==> config.mk <==
export PLATFORM = sky130hd
export DESIGN_NAME = rmc_top
export DESIGN_NICKNAME = d
export VERILOG_FILES = /design/src/rmc_pkg.sv /design/src/rmc_sym_avg.sv /design/src/rmc_top.sv
export SDC_FILE = /design/constraint.sdc
export NUM_CORES = 1
export LEC_CHECK = 0
export BUFFER_PORTS_ARGS = -buffer_cell sky130_fd_sc_hd__buf_2
export CORE_UTILIZATION = 30
export CTS_BUF_LIST = sky130_fd_sc_hd__clkbuf_16
export DETAILED_ROUTE_END_ITERATION = 10
export HOLD_SLACK_MARGIN = 0.06
export PLACE_DENSITY = 0.53
export SETUP_SLACK_MARGIN = 0.1
export SKIP_LAST_GASP = 1
export SYNTH_ARGS = -nofsm -noshare
export SYNTH_HDL_FRONTEND = slang
export SYNTH_SLANG_ARGS = --single-unit
==> constraint.sdc <==
create_clock -name CLK_IN -period 3.7 [get_ports CLK_IN]
set_input_delay 0.37 -clock CLK_IN [delete_from_list [all_inputs] [get_ports CLK_IN]]
set_output_delay 0.37 -clock CLK_IN [all_outputs]
set_load 0.1 [all_outputs]
==> src/rmc_pkg.sv <==
// Constants and types of the radio modem control register bank
//----------------------------------------------------------------------
//----------------------------------------------------------------------
package rmc_pkg;
   //-------------------------------------------------------------------
   // Register map
   //-------------------------------------------------------------------
   localparam logic [15:0] ACK_CORR_ADDR = 16'hDF04;
   localparam logic [15:0] TEST_MODE_ADDR = 16'hDF05;
   localparam logic [15:0] CCA_LEVEL_ADDR = 16'hDF06;
   localparam logic [15:0] SIG_STRENGTH_ADDR = 16'hDF07;
   localparam logic [15:0] AUX_CTRL_ADDR = 16'hDF10;
   localparam logic [7:0] ACK_CORR_RESET = 8'h30;
   localparam logic [7:0] TEST_MODE_RESET = 8'h00;
   localparam logic [7:0] CCA_LEVEL_RESET = 8'hE0;
   localparam logic [7:0] SIG_STRENGTH_RESET = 8'h00;
   localparam logic [7:0] AUX_CTRL_RESET = 8'h16;
   localparam logic [7:0] TEST_MODE_MASK = 8'h3F;
   localparam logic [4:0] CORR_LEGACY_VALUE = 5'h14;
   //-------------------------------------------------------------------
   // Field positions
   //-------------------------------------------------------------------
   localparam int SLOTTED_ACK_BIT = 7;
   localparam int STRICT_FILT_BIT = 5;
   localparam int CORR_THRESHOLD_LSB = 0;
   localparam int DC_AVG_MODE_BIT = 5;
   localparam int PHASE_REV_BIT = 4;
   localparam int TX_TEST_LSB = 2;
   localparam int RX_TEST_LSB = 0;
   localparam int AUTO_ACK_BIT = 0;
   localparam int CCA_SELECT_LSB = 1;
   localparam int CCA_HYSTERESIS_LSB = 3;
   //-------------------------------------------------------------------
   // Timing
   //-------------------------------------------------------------------
   localparam int CLK_PERIOD_PS = 10000;
   localparam int SYMBOL_PERIOD_PS = 16000000;
   localparam int SYMBOL_CYCLES = SYMBOL_PERIOD_PS / CLK_PERIOD_PS;
   localparam logic [4:0] ACK_MIN_SYMBOLS = 5'd12;
   localparam logic [4:0] ACK_MAX_SYMBOLS = 5'd30;
   localparam logic [4:0] SLOT_SYMBOLS = 5'd20;
   localparam int RSSI_AVG_SYMBOLS = 8;
   //-------------------------------------------------------------------
   // Types
   //-------------------------------------------------------------------
   typedef enum logic [1:0] {
      TX_QUEUE, TX_SERIAL, TX_LOOP, TX_RANDOM
   } rmc_tx_test_e;
   typedef enum logic [1:0] {
      RX_QUEUE, RX_PINS, RX_LOOP, RX_RESERVED
   } rmc_rx_test_e;
   typedef struct packed {
      logic slotted_ack;
      logic strict_correlation_filtering;
      logic [4:0] correlation_threshold;
      logic dc_average_mode;
      logic phase_reverse;
      rmc_tx_test_e tx_test;
      rmc_rx_test_e rx_test;
      logic tx_endless;
      logic rx_endless;
      logic automatic_acknowledge;
      logic [1:0] clear_channel_select;
   } rmc_cfg_s;
endpackage

==> src/rmc_sym_avg.sv <==
// Moving average of signal strength over a window of symbol samples
`timescale 1ns/1ps
`default_nettype none
module rmc_sym_avg #(
   parameter int DEPTH_LOG2 = 3
) (
   input wire logic clk_in,
   input wire logic reset_n_in,
   input wire logic sample_en_in,
   input wire logic signed [7:0] sample_in,
   output logic signed [7:0] avg_out
);
   localparam int DEPTH = 1 << DEPTH_LOG2;
   logic signed [7:0] win_q [DEPTH];
   logic signed [8+DEPTH_LOG2-1:0] sum_q;
   logic signed [8+DEPTH_LOG2-1:0] sum_d;

   // Running sum: add newest, drop oldest, so no adder tree is needed
   always_comb begin
      sum_d = sum_q + (8+DEPTH_LOG2)'(sample_in)
         - (8+DEPTH_LOG2)'(win_q[DEPTH-1]);
   end

   always_ff @(posedge clk_in or negedge reset_n_in) begin
      if (!reset_n_in) begin
         for (int i = 0; i < DEPTH; i++) begin
            win_q[i] <= 8'sh00;
         end
         sum_q <= '0;
      end else if (sample_en_in) begin
         win_q[0] <= sample_in;
         for (int i = 1; i < DEPTH; i++) begin
            win_q[i] <= win_q[i-1];
         end
         sum_q <= sum_d;
      end
   end

   always_ff @(posedge clk_in or negedge reset_n_in) begin
      if (!reset_n_in) begin
         avg_out <= 8'sh00;
      end else begin
         avg_out <= sum_q[8+DEPTH_LOG2-1:DEPTH_LOG2];
      end
   end
endmodule // rmc_sym_avg
`default_nettype wire

==> src/rmc_top.sv <==
// Radio modem control register bank with acknowledgment timing
//
// Strobed register access was chosen for this implementation.
`timescale 1ns/1ps
`default_nettype none
module rmc_top (
   input wire logic CLK_IN,
   input wire logic RESET_N_IN,
   input wire logic [15:0] ADDR_IN,
   input wire logic [7:0] WDATA_IN,
   input wire logic WR_IN,
   input wire logic RD_IN,
   output logic [7:0] RDATA_OUT,
   input wire logic SFD_RX_IN,
   input wire logic FRAME_END_IN,
   input wire logic ADDR_MATCH_IN,
   input wire logic ACK_REQ_IN,
   input wire logic CRC_OK_IN,
   input wire logic PREAMBLE_MATCH_IN,
   input wire logic [4:0] CORR_IN,
   input wire logic signed [7:0] RSSI_IN,
   output var rmc_pkg::rmc_cfg_s CFG_OUT,
   output logic ACK_START_OUT,
   output logic SFD_SEARCH_EN_OUT,
   output logic DC_FREEZE_OUT,
   output logic CCA_OUT
);
   //-------------------------------------------------------------------
   // Registers
   //-------------------------------------------------------------------
   logic [7:0] ack_corr_q;
   logic [7:0] test_mode_q;
   logic [7:0] cca_level_q;
   logic [7:0] aux_ctrl_q;
   logic [7:0] rdata_d;
   logic signed [7:0] rssi_avg;
   logic slotted;
   logic [4:0] corr_level;
   logic [1:0] cca_select;
   logic [2:0] cca_margin;

   assign slotted = ack_corr_q[rmc_pkg::SLOTTED_ACK_BIT];
   assign corr_level = ack_corr_q[rmc_pkg::CORR_THRESHOLD_LSB +: 5];
   assign cca_select = aux_ctrl_q[rmc_pkg::CCA_SELECT_LSB +: 2];
   assign cca_margin = aux_ctrl_q[rmc_pkg::CCA_HYSTERESIS_LSB +: 3];

   always_ff @(posedge CLK_IN or negedge RESET_N_IN) begin
      if (!RESET_N_IN) begin
         ack_corr_q <= rmc_pkg::ACK_CORR_RESET;
         test_mode_q <= rmc_pkg::TEST_MODE_RESET;
         cca_level_q <= rmc_pkg::CCA_LEVEL_RESET;
         aux_ctrl_q <= rmc_pkg::AUX_CTRL_RESET;
      end else if (WR_IN) begin
         case (ADDR_IN)
            rmc_pkg::ACK_CORR_ADDR: begin
               ack_corr_q <= WDATA_IN;
            end
            rmc_pkg::TEST_MODE_ADDR: begin
               test_mode_q <= WDATA_IN & rmc_pkg::TEST_MODE_MASK;
            end
            rmc_pkg::CCA_LEVEL_ADDR: begin
               cca_level_q <= WDATA_IN;
            end
            rmc_pkg::AUX_CTRL_ADDR: begin
               aux_ctrl_q <= WDATA_IN & 8'h3F;
            end
            default: begin
            end
         endcase
      end
   end

   // Read data stands for one cycle only, zero otherwise
   always_comb begin
      rdata_d = 8'h00;
      if (RD_IN) begin
         case (ADDR_IN)
            rmc_pkg::ACK_CORR_ADDR: rdata_d = ack_corr_q;
            rmc_pkg::TEST_MODE_ADDR: begin
               rdata_d = test_mode_q & rmc_pkg::TEST_MODE_MASK;
            end
            rmc_pkg::CCA_LEVEL_ADDR: rdata_d = cca_level_q;
            rmc_pkg::SIG_STRENGTH_ADDR: rdata_d = rssi_avg;
            rmc_pkg::AUX_CTRL_ADDR: rdata_d = aux_ctrl_q;
            default: rdata_d = 8'h00;
         endcase
      end
   end

   always_ff @(posedge CLK_IN or negedge RESET_N_IN) begin
      if (!RESET_N_IN) begin
         RDATA_OUT <= 8'h00;
      end else begin
         RDATA_OUT <= rdata_d;
      end
   end

   //-------------------------------------------------------------------
   // Configuration to the modem datapath
   //-------------------------------------------------------------------
   // One cycle behind the registers; keeps the port flop-driven
   always_ff @(posedge CLK_IN or negedge RESET_N_IN) begin
      if (!RESET_N_IN) begin
         CFG_OUT <= '0;
      end else begin
         CFG_OUT.slotted_ack <= slotted;
         CFG_OUT.strict_correlation_filtering <=
            ack_corr_q[rmc_pkg::STRICT_FILT_BIT];
         CFG_OUT.correlation_threshold <= corr_level;
         CFG_OUT.dc_average_mode <= test_mode_q[rmc_pkg::DC_AVG_MODE_BIT];
         CFG_OUT.phase_reverse <= test_mode_q[rmc_pkg::PHASE_REV_BIT];
         CFG_OUT.tx_test <= rmc_pkg::rmc_tx_test_e'(
            test_mode_q[rmc_pkg::TX_TEST_LSB +: 2]);
         CFG_OUT.rx_test <= rmc_pkg::rmc_rx_test_e'(
            test_mode_q[rmc_pkg::RX_TEST_LSB +: 2]);
         // Every non-queue transmit mode runs without end
         CFG_OUT.tx_endless <=
            test_mode_q[rmc_pkg::TX_TEST_LSB +: 2] != 2'b00;
         // Reserved receive code behaves as normal queue use
         CFG_OUT.rx_endless <=
            test_mode_q[rmc_pkg::RX_TEST_LSB +: 2] == 2'b01 ||
            test_mode_q[rmc_pkg::RX_TEST_LSB +: 2] == 2'b10;
         CFG_OUT.automatic_acknowledge <= aux_ctrl_q[rmc_pkg::AUTO_ACK_BIT];
         CFG_OUT.clear_channel_select <= cca_select;
      end
   end

   //-------------------------------------------------------------------
   // Symbol tick
   //-------------------------------------------------------------------
   typedef enum logic {ACK_IDLE, ACK_WAIT} rmc_ack_state_e;
   rmc_ack_state_e ack_state_q;
   logic [10:0] presc_q;
   logic sym_tick;
   logic ack_accept;
   assign sym_tick = presc_q == 11'(rmc_pkg::SYMBOL_CYCLES - 1);
   // Frames during a pending wait are ignored and must not realign ticks
   assign ack_accept = FRAME_END_IN && aux_ctrl_q[rmc_pkg::AUTO_ACK_BIT]
      && ADDR_MATCH_IN && ACK_REQ_IN && CRC_OK_IN
      && ack_state_q == ACK_IDLE;

   // Realigned on an accepted frame so the fixed delay is exact
   always_ff @(posedge CLK_IN or negedge RESET_N_IN) begin
      if (!RESET_N_IN) begin
         presc_q <= 11'h000;
      end else if (ack_accept || sym_tick) begin
         presc_q <= 11'h000;
      end else begin
         presc_q <= presc_q + 11'h001;
      end
   end

   // Symbols since the last received frame delimiter, modulo a slot
   logic [4:0] slot_phase_q;
   logic [4:0] slot_phase_d;
   always_comb begin
      slot_phase_d = slot_phase_q + 5'h01;
      if (slot_phase_q == rmc_pkg::SLOT_SYMBOLS - 5'h01) begin
         slot_phase_d = 5'h00;
      end
   end

   always_ff @(posedge CLK_IN or negedge RESET_N_IN) begin
      if (!RESET_N_IN) begin
         slot_phase_q <= 5'h00;
      end else if (SFD_RX_IN) begin
         slot_phase_q <= 5'h00;
      end else if (sym_tick) begin
         slot_phase_q <= slot_phase_d;
      end
   end

   //-------------------------------------------------------------------
   // Acknowledgment timing
   //-------------------------------------------------------------------
   logic [4:0] ack_syms_q;
   logic [4:0] ack_syms_d;
   logic ack_fire;

   assign ack_syms_d = ack_syms_q + 5'h01;

   always_comb begin
      ack_fire = 1'b0;
      if (ack_state_q == ACK_WAIT && sym_tick) begin
         if (!slotted) begin
            ack_fire = ack_syms_d == rmc_pkg::ACK_MIN_SYMBOLS;
         end else begin
            // Slot boundary at or past the minimum; cap bounds the wait
            ack_fire = (ack_syms_d >= rmc_pkg::ACK_MIN_SYMBOLS &&
               slot_phase_d == 5'h00) ||
               ack_syms_d == rmc_pkg::ACK_MAX_SYMBOLS;
         end
      end
   end

   always_ff @(posedge CLK_IN or negedge RESET_N_IN) begin
      if (!RESET_N_IN) begin
         ack_state_q <= ACK_IDLE;
         ack_syms_q <= 5'h00;
      end else begin
         case (ack_state_q)
            ACK_IDLE: begin
               if (ack_accept) begin
                  ack_state_q <= ACK_WAIT;
                  ack_syms_q <= 5'h00;
               end
            end
            ACK_WAIT: begin
               if (ack_fire) begin
                  ack_state_q <= ACK_IDLE;
               end else if (sym_tick) begin
                  ack_syms_q <= ack_syms_d;
               end
            end
            default: begin
               ack_state_q <= ACK_IDLE;
            end
         endcase
      end
   end

   always_ff @(posedge CLK_IN or negedge RESET_N_IN) begin
      if (!RESET_N_IN) begin
         ACK_START_OUT <= 1'b0;
      end else begin
         ACK_START_OUT <= ack_fire;
      end
   end

   //-------------------------------------------------------------------
   // Demodulator gating
   //-------------------------------------------------------------------
   always_ff @(posedge CLK_IN or negedge RESET_N_IN) begin
      if (!RESET_N_IN) begin
         SFD_SEARCH_EN_OUT <= 1'b0;
      end else begin
         SFD_SEARCH_EN_OUT <= CORR_IN >= corr_level;
      end
   end

   // Set wins over the end-of-frame release
   always_ff @(posedge CLK_IN or negedge RESET_N_IN) begin
      if (!RESET_N_IN) begin
         DC_FREEZE_OUT <= 1'b0;
      end else if (test_mode_q[rmc_pkg::DC_AVG_MODE_BIT]) begin
         DC_FREEZE_OUT <= 1'b0;
      end else if (PREAMBLE_MATCH_IN) begin
         DC_FREEZE_OUT <= 1'b1;
      end else if (FRAME_END_IN) begin
         DC_FREEZE_OUT <= 1'b0;
      end
   end

   //-------------------------------------------------------------------
   // Signal strength and clear channel
   //-------------------------------------------------------------------
   rmc_sym_avg #(
      .DEPTH_LOG2($clog2(rmc_pkg::RSSI_AVG_SYMBOLS))
   ) i_rmc_sym_avg (
      .clk_in(CLK_IN),
      .reset_n_in(RESET_N_IN),
      .sample_en_in(sym_tick),
      .sample_in(RSSI_IN),
      .avg_out(rssi_avg)
   );

   logic signed [8:0] cca_limit;
   always_comb begin
      cca_limit = 9'(signed'(cca_level_q));
      if (cca_select == 2'b01) begin
         cca_limit = cca_limit - 9'(signed'({1'b0, cca_margin}));
      end
   end

   always_ff @(posedge CLK_IN or negedge RESET_N_IN) begin
      if (!RESET_N_IN) begin
         CCA_OUT <= 1'b0;
      end else begin
         CCA_OUT <= 9'(rssi_avg) < cca_limit;
      end
   end

   // Counter is 1 after accept; pulse lands one cycle after the last tick
   localparam int ACK_FIXED_CYCLES =
      rmc_pkg::SYMBOL_CYCLES * int'(rmc_pkg::ACK_MIN_SYMBOLS) + 1;
   logic [15:0] ast_wait_q;
   always_ff @(posedge CLK_IN or negedge RESET_N_IN) begin
      if (!RESET_N_IN) begin
         ast_wait_q <= 16'h0000;
      end else if (ack_accept && ack_state_q == ACK_IDLE) begin
         ast_wait_q <= 16'h0001;
      end else if (ack_state_q == ACK_WAIT) begin
         ast_wait_q <= ast_wait_q + 16'h0001;
      end
   end
endmodule // rmc_top
`default_nettype wire

**After elaboration in Yosys (flattened, before gate mapping)**

Index checks and enable logic that the tools add are counted.

- Flip-flop bits (word level): 163
- Input port bits: 47
- Output and inout bits: 30
- Logic and storage cells: 97

- Add/sub/neg operators: 6
- $lt $le $gt $ge: 3
- Equality and inequality tests: 15
- Mux-type cells: 19
- Bitwise logic cells: 1
- Reduce and logical (&&, ||, !) cells: 19

Operator list:

| cell | count |
|---|---|
| $eq A16 B16 Y1 const B | 5 |
| $pmux W8 S5 | 1 |
| $mux W5 | 6 |
| $add A11 B1 Y11 const B | 1 |
| $add A11 B8 Y11 | 1 |
| $eq A11 B11 Y1 const B | 1 |
| $mux W11 | 1 |
| $sub A11 B8 Y11 | 1 |
| $add A5 B1 Y5 const B | 2 |
| $eq A5 B5 Y1 const B | 2 |
| $pmux W5 S2 | 1 |
| $lt A8 B9 Y1 | 1 |
| $mux W9 | 1 |
| $sub A8 B4 Y9 | 1 |
| $mux W8 | 1 |
| $reduce_and A2 Y1 | 4 |
| $logic_and A1 B1 Y1 | 7 |
| $mux W1 | 7 |
| $eq A5 B4 Y1 const B | 1 |
| $ge A5 B4 Y1 const B | 1 |
| $ge A5 B5 Y1 | 1 |
| $logic_not A5 Y1 | 1 |
| $eq A2 B1 Y1 const B | 2 |
| $ne A2 B2 Y1 const B | 2 |
| other kinds (8) | 11 |

**Longest topological paths before layout**

Gate-level depths: netlist of the first run.

- Depth in word-level cells: 9
- Gate-level depth with buffers: 12
- Gate-level depth less buffers: 12

**By module**

Synthesis of the first run repeated with hierarchy kept, for this count alone.

- Cells, all modules: 629
- Area total of the unflattened synthesis: 7853.8 sq um

By module, submodules not included:

| module | times used | cells each | area each (sq um) | sequential area each (sq um) |
|---|---|---|---|---|
| rmc_top | 1 | 344 | 4058.9 | 2011.9 |
| rmc_sym_avg | 1 | 285 | 3794.9 | 2077.0 |

**Worst setup path after synthesis of the first run**

No wires, ideal clock.

- Path kind: input port to flip-flop
- Start point: input port RSSI_IN[1]
- End point: register i_rmc_sym_avg.sum_q[7]
- Setup time: 132 ps
- Arrival: 2527 ps
- Data required time: 3568 ps
- Slack: 1040 ps
- Cell stages on the path: 10
- Path buffers: 0
- Cell sequence: inv_1 -> fa_1 -> inv_1 -> ha_1 -> a21o_1 -> a21o_1 -> a2111oi_0 -> o21bai_1 -> xnor2_1 -> o21ai_1

- Longest elaborated chain between the ends: 2

RTL lines:

| item | RTL line | RTL |
|---|---|---|
| from (decl) | rmc_top.sv:21 | `input wire logic signed [7:0] RSSI_IN,` |
| $add A11 B8 Y11 | rmc_sym_avg.sv:20 | `sum_d = sum_q + (8+DEPTH_LOG2)'(sample_in)` |
| $sub A11 B8 Y11 | rmc_sym_avg.sv:21 | `- (8+DEPTH_LOG2)'(win_q[DEPTH-1]);` |
| to (signal assigned) | rmc_sym_avg.sv:35 | `sum_q <= sum_d;` |
| to (decl) | rmc_sym_avg.sv:15 | `logic signed [8+DEPTH_LOG2-1:0] sum_q;` |

Every way passes these cells.
A chain may end at the register's enable or synchronous reset.

**Worst setup path in the final report of the first run**

- Start point: register i_rmc_sym_avg.sum_q[1]
- End point: register i_rmc_sym_avg.sum_q[7]

- Longest elaborated chain between the ends: 2

RTL lines:

| item | RTL line |
|---|---|
| $add A11 B8 Y11 | rmc_sym_avg.sv:20 |
| $sub A11 B8 Y11 | rmc_sym_avg.sv:21 |

Every way passes these cells.

==> metrics list, run 1 <==
- The die is 164 um wide.
- Placed wire-length estimate: 11.1 mm
- Initial antenna violation count: 0
* Number of sinks handled by clock tree synthesis: 163
- STA classifies the critical path endpoint as a register.
- Number of resized instances in the post-cts repair step: 0
- In this run the cell area of the synthesized design comes to 7870 um2.
* Number of register bits inferred by synthesis: 163
- For this block, the initial DRC count from the detailed router was 320.
- CP startpoint: i_rmc_sym_avg.sum_q[1]$_DFFE_PN0P_
- Ant. Diodes: 0
- Global-route wire length before repair: 26.9 mm
* Post-Route Utilization: 36.1%
* Delay of the slowest critical-path stage: 0.62 ns
- Once detail routing completed, the nets flagged for antenna violations numbered 0.
- Post-route cell area: 9200 um2
- TritonCTS buffer count: 17
- Hold Buf Count CTS: 1
- The finished layout holds 1213 standard cells, fillers aside.
- Global routing usage summed across all routing layers: 12.7%
- Top Usage Layer GRT: met2
- Entering global routing, the biggest net connects 85 pins.
* Worst IR drop on VDD: 0.000256 V
- The worst setup path is launched from a register.
- Mean instance size in the synthesized netlist: 9.91 um2
- In the post-synthesis netlist, the cell with the most instances is sky130_fd_sc_hd__nand2_1.
- Relative slew slack: 42.5%
* Root buffer cell: sky130_fd_sc_hd__clkbuf_16
- H-tree depth: 4
- Number of max-slew violations in the final report: 0
- Share of post-route cells with drive strength above 1: 16.1%
- The share of synthesized area in the top cell type comes to 49.3%.
- Endpoints failing hold: 0
- On the critical path, the stage with the largest delay is an instance of sky130_fd_sc_hd__a2111oi_0.
- Effective utilization at floorplan: 30.9%
- Routability congestion estimate from global placement: 0.772
- The min-delay analysis places its worst path in the category primary input to register.
* Startpoint of the worst hold path: SFD_RX_IN
- Along the worst path, the maximum fanout reaches 3.
- The floorplan has 58 rows.
- The number of nets in the synthesized netlist is 886.
- During placement, the flow inserted port buffers numbering 76.
- For this design the ratio of total power to cell area is 400 nW/um2.
- Wires add up to 16.0 mm.
* Post-Route Skew: 0.0112 ns
- The floorplan step defined a core boundary enclosing 25500 um2.
- After detailed routing, the average wire length per cell comes to 13.2 um.
- CP Data Arrival Time: 3.15 ns
- Of all flip-flops after synthesis, the portion carrying an async set or reset was 100%.
- From bottom edge to top edge, the die measures 164 um.
- Layout fillers: 2538
* Total overflow reported by the global router: 0
- Launch point of the worst reg-to-reg path: i_rmc_sym_avg.sum_q[1]$_DFFE_PN0P_
* Net total in the final layout: 962
- Achievable clock frequency: 349 MHz
- Outcome: complete, no violations
* Leading area contributor after synthesis: sky130_fd_sc_hd__dfrtp_1
- Flip-flop cell with the highest count after synthesis: sky130_fd_sc_hd__dfrtp_1
- For this run, global-route usage on met1 was measured as 17.2%.
* Total I/O pin count: 77
- For this run, global-route usage on met2 was measured as 19.8%.
- Clock period minus final worst setup slack: 2.87 ns
- For the worst setup path, the data required time is 3.99 ns.
- Cell count after synthesis: 794
* DP Cell Count: 1180
* Count of flip-flops with a built-in enable after synthesis: 0
* Count of endpoints failing setup in the final report: 0
- Transition time of the tightest slew-check pin: 0.863 ns
- In the routed layout, each cell is associated on average with a via count of 4.56.
- Summing all placed instances gives a cell area of 8620 um2.
* Most common library cells after synthesis: sky130_fd_sc_hd__nand2_1 (218), sky130_fd_sc_hd__dfrtp_1 (155), sky130_fd_sc_hd__inv_1 (56)
- Buf+Inv Stages, Crit Path: 2
* Max clock buf depth: 2
- Cells along the critical path: inv_1, fa_1, inv_1, ha_1, a21o_1, a21o_1, a2111oi_0, o21bai_1, xnor2_1, o21ai_1
- Vias: 5528
- For this run, global-route usage on met3 was measured as 2.75%.
* Post-CTS clock slew at the launch and capture registers of the worst setup and hold paths: 0.07 ns
* Distinct cell type count of the synthesized netlist: 68
- Kind of cell adding the most delay to the critical path: compound AO/OA/AOI/OAI gates
- Max-cap violations in this run came to 0.
- Setup total negative slack on the finished layout was measured at 0 ns.
- Sequential cells were found to cover 52.0% of the synthesized design area.
- First-pass iteration count of the detailed router: 4
- The via count of the first global-routing pass was 5386.
* RSZ-0062 raised after global routing: false
- For this design the static power due to leakage is 0.00471 uW.
* Critical path class: register to register
- The final critical path takes up 77.5% of the cycle.
* Leading cell types by total area after synthesis: sky130_fd_sc_hd__dfrtp_1 (49%), sky130_fd_sc_hd__nand2_1 (10%), sky130_fd_sc_hd__ha_1 (5.4%)
* Number of post-CTS setup repair buffers: 0
- Area delta synth->final: 17.0%
* TritonCTS clock tree: yes
- Total number of yosys warnings: 0
- DRC Markers: 0
- Latest clock arrival within the worst-skew pair: 0.43 ns
- In this run the register-to-register setup slack is 0.83 ns.
- Die area: 26900 um2
registers in the layout, summed over array words and instances (netlist names), 6 cells and up:
name,cells
cca_level_q,8
i_rmc_sym_avg.avg_out,8
aux_ctrl_q,6
i_rmc_sym_avg.sum_q,11
test_mode_q,6
ack_corr_q,8
RDATA_OUT,8
CFG_OUT,18
i_rmc_sym_avg.win_q,64
presc_q,11
path summary, 6_finish.rpt:
path                                                      end  cells past startpoint
max reg2reg                i_rmc_sym_avg.sum_q[7]$_DFFE_PN0P_                     10
max                        i_rmc_sym_avg.sum_q[7]$_DFFE_PN0P_                     10
min in group asynchronous           DC_FREEZE_OUT$_DFFE_PN0P_                      2
min                               slot_phase_q[0]$_DFFE_PN0P_                      2
max in group asynchronous           aux_ctrl_q[1]$_DFFE_PN1P_                      3
min reg2reg                i_rmc_sym_avg.avg_out[0]$_DFF_PN0_                      0
where the power goes:
group | total, uW | internal [uW] | switching [uW]
Combinational | 159 | 56.3 | 103
Sequential | 1780 | 1780 | 0.498
Clock | 1740 | 947 | 792
Total | 3680 | 2790 | 895
final cells by class:
type                            instances  area, um2  area share [%]
Timing Repair Buffer                   85        469            5.10
Clock inverter                         15        145            1.58
Tap cell                              330        413            4.49
Sequential cell                       163       4090            44.4
Inverter                               56        210            2.28
Multi-Input combinational cell        547       3450            37.5
Clock buffer                           17        425            4.62
layer usage:
metal	vias up	part of all wire, %	routed length [um]
li1	2794	-	-
met4	0	1.3	216
met5	-	0	0
met1	2617	51	8090
met3	16	4.1	662
met2	101	44	7030
worst reg2reg max path: cells and delay by family (launching register included):
family                     cells  cell delay, ns
AOI/OAI and AO/OA              5            1.25
xor gates and xnor gates       1            0.17
adders and majority gates      2            0.84
buffers and inverters          2            0.12
DFF                            1            0.34
logic make-up after synthesis:
group                      Yosys count  synth area share, %
muxes                               35                 5.07
DFF                                163                 52.0
adders and majority gates           45                 8.21
and+or+nand+nor                    332                 18.9
buffers and inverters               84                 4.28
AOI/OAI and AO/OA                  111                 8.84
xor gates and xnor gates            24                 2.67
per-stage QoR:
step | hold WS [ns] | total power [uW] | setup WS (ns)
final | 0.160 | 3680 | 0.834
after global routing | 0.166 | 3830 | 0.597
after CTS | 0.146 | 3740 | 0.823
after detailed placement | 0.373 | 1980 | 0.665
after global placement | 0.362 | 1980 | 0.699
after floorplan | 0.0744 | 1890 | 1.04
placed cells by master, fill, tap and decap left out, drive strengths merged, types with 2 or more instances in the layout:
master,n
nor3b,2
nand3,7
a211o,3
nand4,8
nor4,8
inv,65
mux2,21
nand3b,2
or4,4
o21a,5
nor2b,7
xor2,14
a2111oi,2
dfstp,8
a21o,8
nand2b,10
fa,11
clkbuf,17
o21ai,40
nor3,11
dfrtp,155
or2,2
a31oi,4
o21bai,2
o22ai,7
nand2,218
o41ai,2
a32oi,2
or3,2
o31ai,4
nor2,41
xnor2,10
buf,84
clkinv,4
a21oi,23
mux2i,14
ha,34
Power figures use the tool's default switching activity.
==> run 2: changes to the inputs <==
--- a/config.mk
+++ b/config.mk
@@ -5,12 +5,13 @@
 export SDC_FILE = /design/constraint.sdc
 export NUM_CORES = 1
 export LEC_CHECK = 0
+export ABC_AREA = 1
 export BUFFER_PORTS_ARGS = -buffer_cell sky130_fd_sc_hd__buf_2
 export CORE_UTILIZATION = 30
 export CTS_BUF_LIST = sky130_fd_sc_hd__clkbuf_16
 export DETAILED_ROUTE_END_ITERATION = 10
 export HOLD_SLACK_MARGIN = 0.06
-export PLACE_DENSITY = 0.53
+export PLACE_DENSITY = 0.55
 export SETUP_SLACK_MARGIN = 0.1
 export SKIP_LAST_GASP = 1
 export SYNTH_ARGS = -nofsm -noshare
==> constraint.sdc (replaced) <==
create_clock -name CLK_IN -period 2.35 [get_ports CLK_IN]
set_input_delay 0.235 -clock CLK_IN [delete_from_list [all_inputs] [get_ports CLK_IN]]
set_output_delay 0.235 -clock CLK_IN [all_outputs]
set_load 0.1 [all_outputs]
==> run 2 against run 1 <==
Compared with the run above:
- the run now ends with setup timing left
- synthesized cell count up 14%
- core utilization increased by 0.79 points
- clock-buffer cell count unchanged
- clock skew rose by 0.0073 ns
==> metrics list, run 2 <==
* Count of flip-flops with a built-in enable after synthesis: 0
- The run finished, with violations left.
- Dividing the detail-routed via count by the number of cells gives 4.41.
- IR analysis of the VDD net gives a maximum drop of 0.000364 V.
- Root buffer cell: sky130_fd_sc_hd__clkbuf_16
* Layout fillers: 2652
- RSZ-0062 raised after global routing: true
- Summed over its instances, the top area cell type makes up 48.6% of the synthesized netlist area.
* # port buffers: 76
* H-tree depth: 4
- The HPWL after detailed placement is 11.1 mm.
- Area of the mapped netlist: 7980 um2
* Leading area contributor after synthesis: sky130_fd_sc_hd__dfrtp_1
- Worst hold margin: 0.0809 ns
- Pin placement for this block handled 77 I/O pins.
* Power density over cell area: 606 nW/um2
* Share of post-route cells with drive strength above 1: 18.6%
* Leakage component of the power: 0.00478 uW
* Detail-routed net length per standard cell: 12.0 um
* CP Data Arrival Time: 2.79 ns
- Site Rows: 59
- DP Cell Count: 1312
- Vias in the first global route: 5800
- The worst pin sits at a relative slew slack of 58.3%.
- The number of slew-limit violations in the final report came to 0.
- Register area share after synthesis: 51.2%
- The number of hold violations in the final report was 0.
- Setup total negative slack on the finished layout was measured at -0.0972 ns.
* Leading cell types by total area after synthesis: sky130_fd_sc_hd__dfrtp_1 (49%), sky130_fd_sc_hd__nand2_1 (12%), sky130_fd_sc_hd__inv_1 (6.0%)
- Global-route wire length before repair: 27.6 mm
* Total number of yosys warnings: 0
- For this configuration, the core starts out at a cell density of 30.6%.
* Most common cell after layout, fill and taps aside: sky130_fd_sc_hd__nand2_1
- Largest net degree at the start of global routing: 84
- The number of antenna diodes in the final layout is 0.
- CP Capture Type: register
- Count of endpoints failing setup in the final report: 1
* Flip-flop cell with the highest count after synthesis: sky130_fd_sc_hd__dfrtp_1
- Cell depth of the worst min-delay path: 3
- Critical path class: register to register
- Max clock buf depth: 2
- Die area: 27300 um2
- Setup slack on the worst reg-to-reg path comes out at -0.1 ns.
- Across the run, the number of max-cap violations was 0.
* Most instantiated library cell after synthesis: sky130_fd_sc_hd__nand2_1
- Class of the worst hold path: primary input to register
- DRC Markers: 0
- Placeable Area: 26100 um2
* Worst hold path endpoint: cca_level_q[6]$_DFFE_PN1P_
* Number of register bits inferred by synthesis: 163
* Post-Route Skew: 0.0185 ns
- After synthesis, the share of flip-flops with an asynchronous set or reset is 100%.
- Transition time of the tightest slew-check pin: 0.624 ns
- Most frequent cells in the layout: sky130_fd_sc_hd__nand2_1 (243), sky130_fd_sc_hd__dfrtp_1 (154), sky130_fd_sc_hd__inv_1 (127)
- Relative to the synthesized area, the layout overhead comes to 20.5%.
- After detailed routing, the total wire length is 16.3 mm.
- Post-CTS clock slew at the launch and capture registers of the worst setup and hold paths: 0.07 ns
- Achievable clock frequency: 409 MHz
- TritonCTS clock tree: yes
- Setup slack after layout: -0.0972 ns
* Die span in x: 165 um
* Capture point of the worst reg-to-reg path: CCA_OUT$_DFF_PN0_
* Final period util: 104%
- The worst setup path is launched from a register.
* Remaining number of nets flagged by the antenna check after routing: 0
- The tree built by TritonCTS fans out to 163 sinks.
- Total power for the finished layout comes to 5830 uW.
- Initial antenna violation count: 0
* Global routing usage summed across all routing layers: 12.8%
- Global routing finished with a remaining overflow of 0.
* Critical path data required time: 2.70 ns
* Latest clock arrival within the worst-skew pair: 0.44 ns
- Launch point of the worst reg-to-reg path: aux_ctrl_q[3]$_DFFE_PN0P_
* Routability congestion estimate from global placement: 0.807
- Largest fanout on the critical path: 2
* Most common library cells after synthesis: sky130_fd_sc_hd__nand2_1 (245), sky130_fd_sc_hd__dfrtp_1 (155), sky130_fd_sc_hd__inv_1 (128)
- Top Registers: i_rmc_sym_avg.win_q x64, CFG_OUT x18
- The synthesized netlist contains 39 unique library cells.
* TritonCTS buffer count: 17
* Mean instance size in the synthesized netlist: 8.78 um2
* Worst Reg-to-Reg Cells: 14
- Synthesis produced 909 cells.
- Counting I/O delays and the setup requirement, the final critical path takes 2.45 ns.
- Startpoint of the worst hold path: WDATA_IN[6]
- Largest register FFs: 64
- Most flop-heavy register: i_rmc_sym_avg.win_q
- The checks that failed: setup timing.
* First-pass iteration count of the detailed router: 4
- The first routing iteration left 419 violations.
- Net total in the final layout: 1098
- Die Span Y: 165 um
- Final Non-Filler Cells: 1354
* Vias: 5970
- Mapped Nets: 1001
==> run 2: cell types whose count changed after synthesis, sizes merged, moves of 7 or more <==
cell	delta
buf	+19
o21ai	+54
nor2	+14
nor2b	-7
nand2b	-10
clkbuf	-20
xnor2	-7
nand2	+32
nand3	+34
mux2i	-14
inv	+75
a21o	-7
nand4	+27
mux2	-21
==> run 2: worst max path at each step <==
stage	start	end	depth (start not counted)
global placement	cca_level_q[0]$_DFFE_PN0P_	CCA_OUT$_DFF_PN0_	14
detailed placement	cca_level_q[0]$_DFFE_PN0P_	CCA_OUT$_DFF_PN0_	14
finish	aux_ctrl_q[3]$_DFFE_PN0P_	CCA_OUT$_DFF_PN0_	14
floorplan	cca_level_q[0]$_DFFE_PN0P_	CCA_OUT$_DFF_PN0_	14
CTS	cca_level_q[0]$_DFFE_PN0P_	CCA_OUT$_DFF_PN0_	14
global route	aux_ctrl_q[3]$_DFFE_PN0P_	CCA_OUT$_DFF_PN0_	14
==> run 2: area by class of cell <==
| type | count | area, um2 | area share [%] |
|---|---|---|---|
| Sequential cell | 163 | 4090 | 42.5 |
| Clock inverter | 15 | 156 | 1.63 |
| Tap cell | 335 | 419 | 4.36 |
| Timing Repair Buffer | 105 | 664 | 6.91 |
| Clock buffer | 17 | 425 | 4.42 |
| Multi-Input combinational cell | 587 | 3370 | 35.0 |
| Inverter | 132 | 497 | 5.16 |
==> run 2: kinds of logic after synthesis <==
logic type	count (synthesis)	share of synthesized area, %
AND/OR/NAND/NOR	399	22.1
flip-flops	163	51.2
buffers and inverters	159	8.56
AO/OA/AOI/OAI	127	8.27
adder cells (fa/ha/maj)	45	8.09
XOR/XNOR	16	1.76
==> run 2: power by group <==
part	switching (uW)	internal (uW)
registers	0.891	2810
clock network	1310	1430
logic	188	102
total	1500	4340
==> run 2: critical path: stages, from the launching register on <==
cell and delay, ns:
sky130_fd_sc_hd__dfrtp_1 0.42, sky130_fd_sc_hd__ha_4 0.18, sky130_fd_sc_hd__fa_2 0.33, sky130_fd_sc_hd__or2_4 0.26, sky130_fd_sc_hd__nand3_2 0.08, sky130_fd_sc_hd__nor2_1 0.05
sky130_fd_sc_hd__nand2_1 0.08, sky130_fd_sc_hd__xor2_1 0.15, sky130_fd_sc_hd__inv_1 0.09, sky130_fd_sc_hd__ha_4 0.27, sky130_fd_sc_hd__nand2_1 0.05, sky130_fd_sc_hd__nor2_2 0.09
sky130_fd_sc_hd__nand3_1 0.08, sky130_fd_sc_hd__nand3_1 0.08, sky130_fd_sc_hd__xor2_1 0.14
==> run 2: repair_timing <==
| action | 4_1_cts | 5_1_grt |
|---|---|---|
| pin swaps | 0 | 12 |
| resized for setup | 2 | 24 |
| setup endpoints to repair | 4 | 8 |
| buffers inserted | 1 | 5 |
| hold buffers | 4 | 0 |
| hold endpoints to repair | 50 | 0 |
==> run 2: metal layers <==
metal	wire length [um]	vias to the layer above	GRT usage (%)	part of all wire (%)
met4	141	0	3.75	0.87
met5	0	-	0	0
met3	684	12	2.82	4.2
met2	7070	103	19.7	43
met1	8360	2764	17.8	51
li1	-	3091	-	-
==> run 2: per-stage QoR <==
step	util [%]	setup WS (ns)	instance area (um2)
finish	36.9	-0.0972	9620
global placement	33.8	-0.107	8810
floorplan	-	-0.0215	8000
global route	36.9	-0.232	9620
detailed placement	33.8	-0.121	8810
CTS	36.2	-0.149	9440
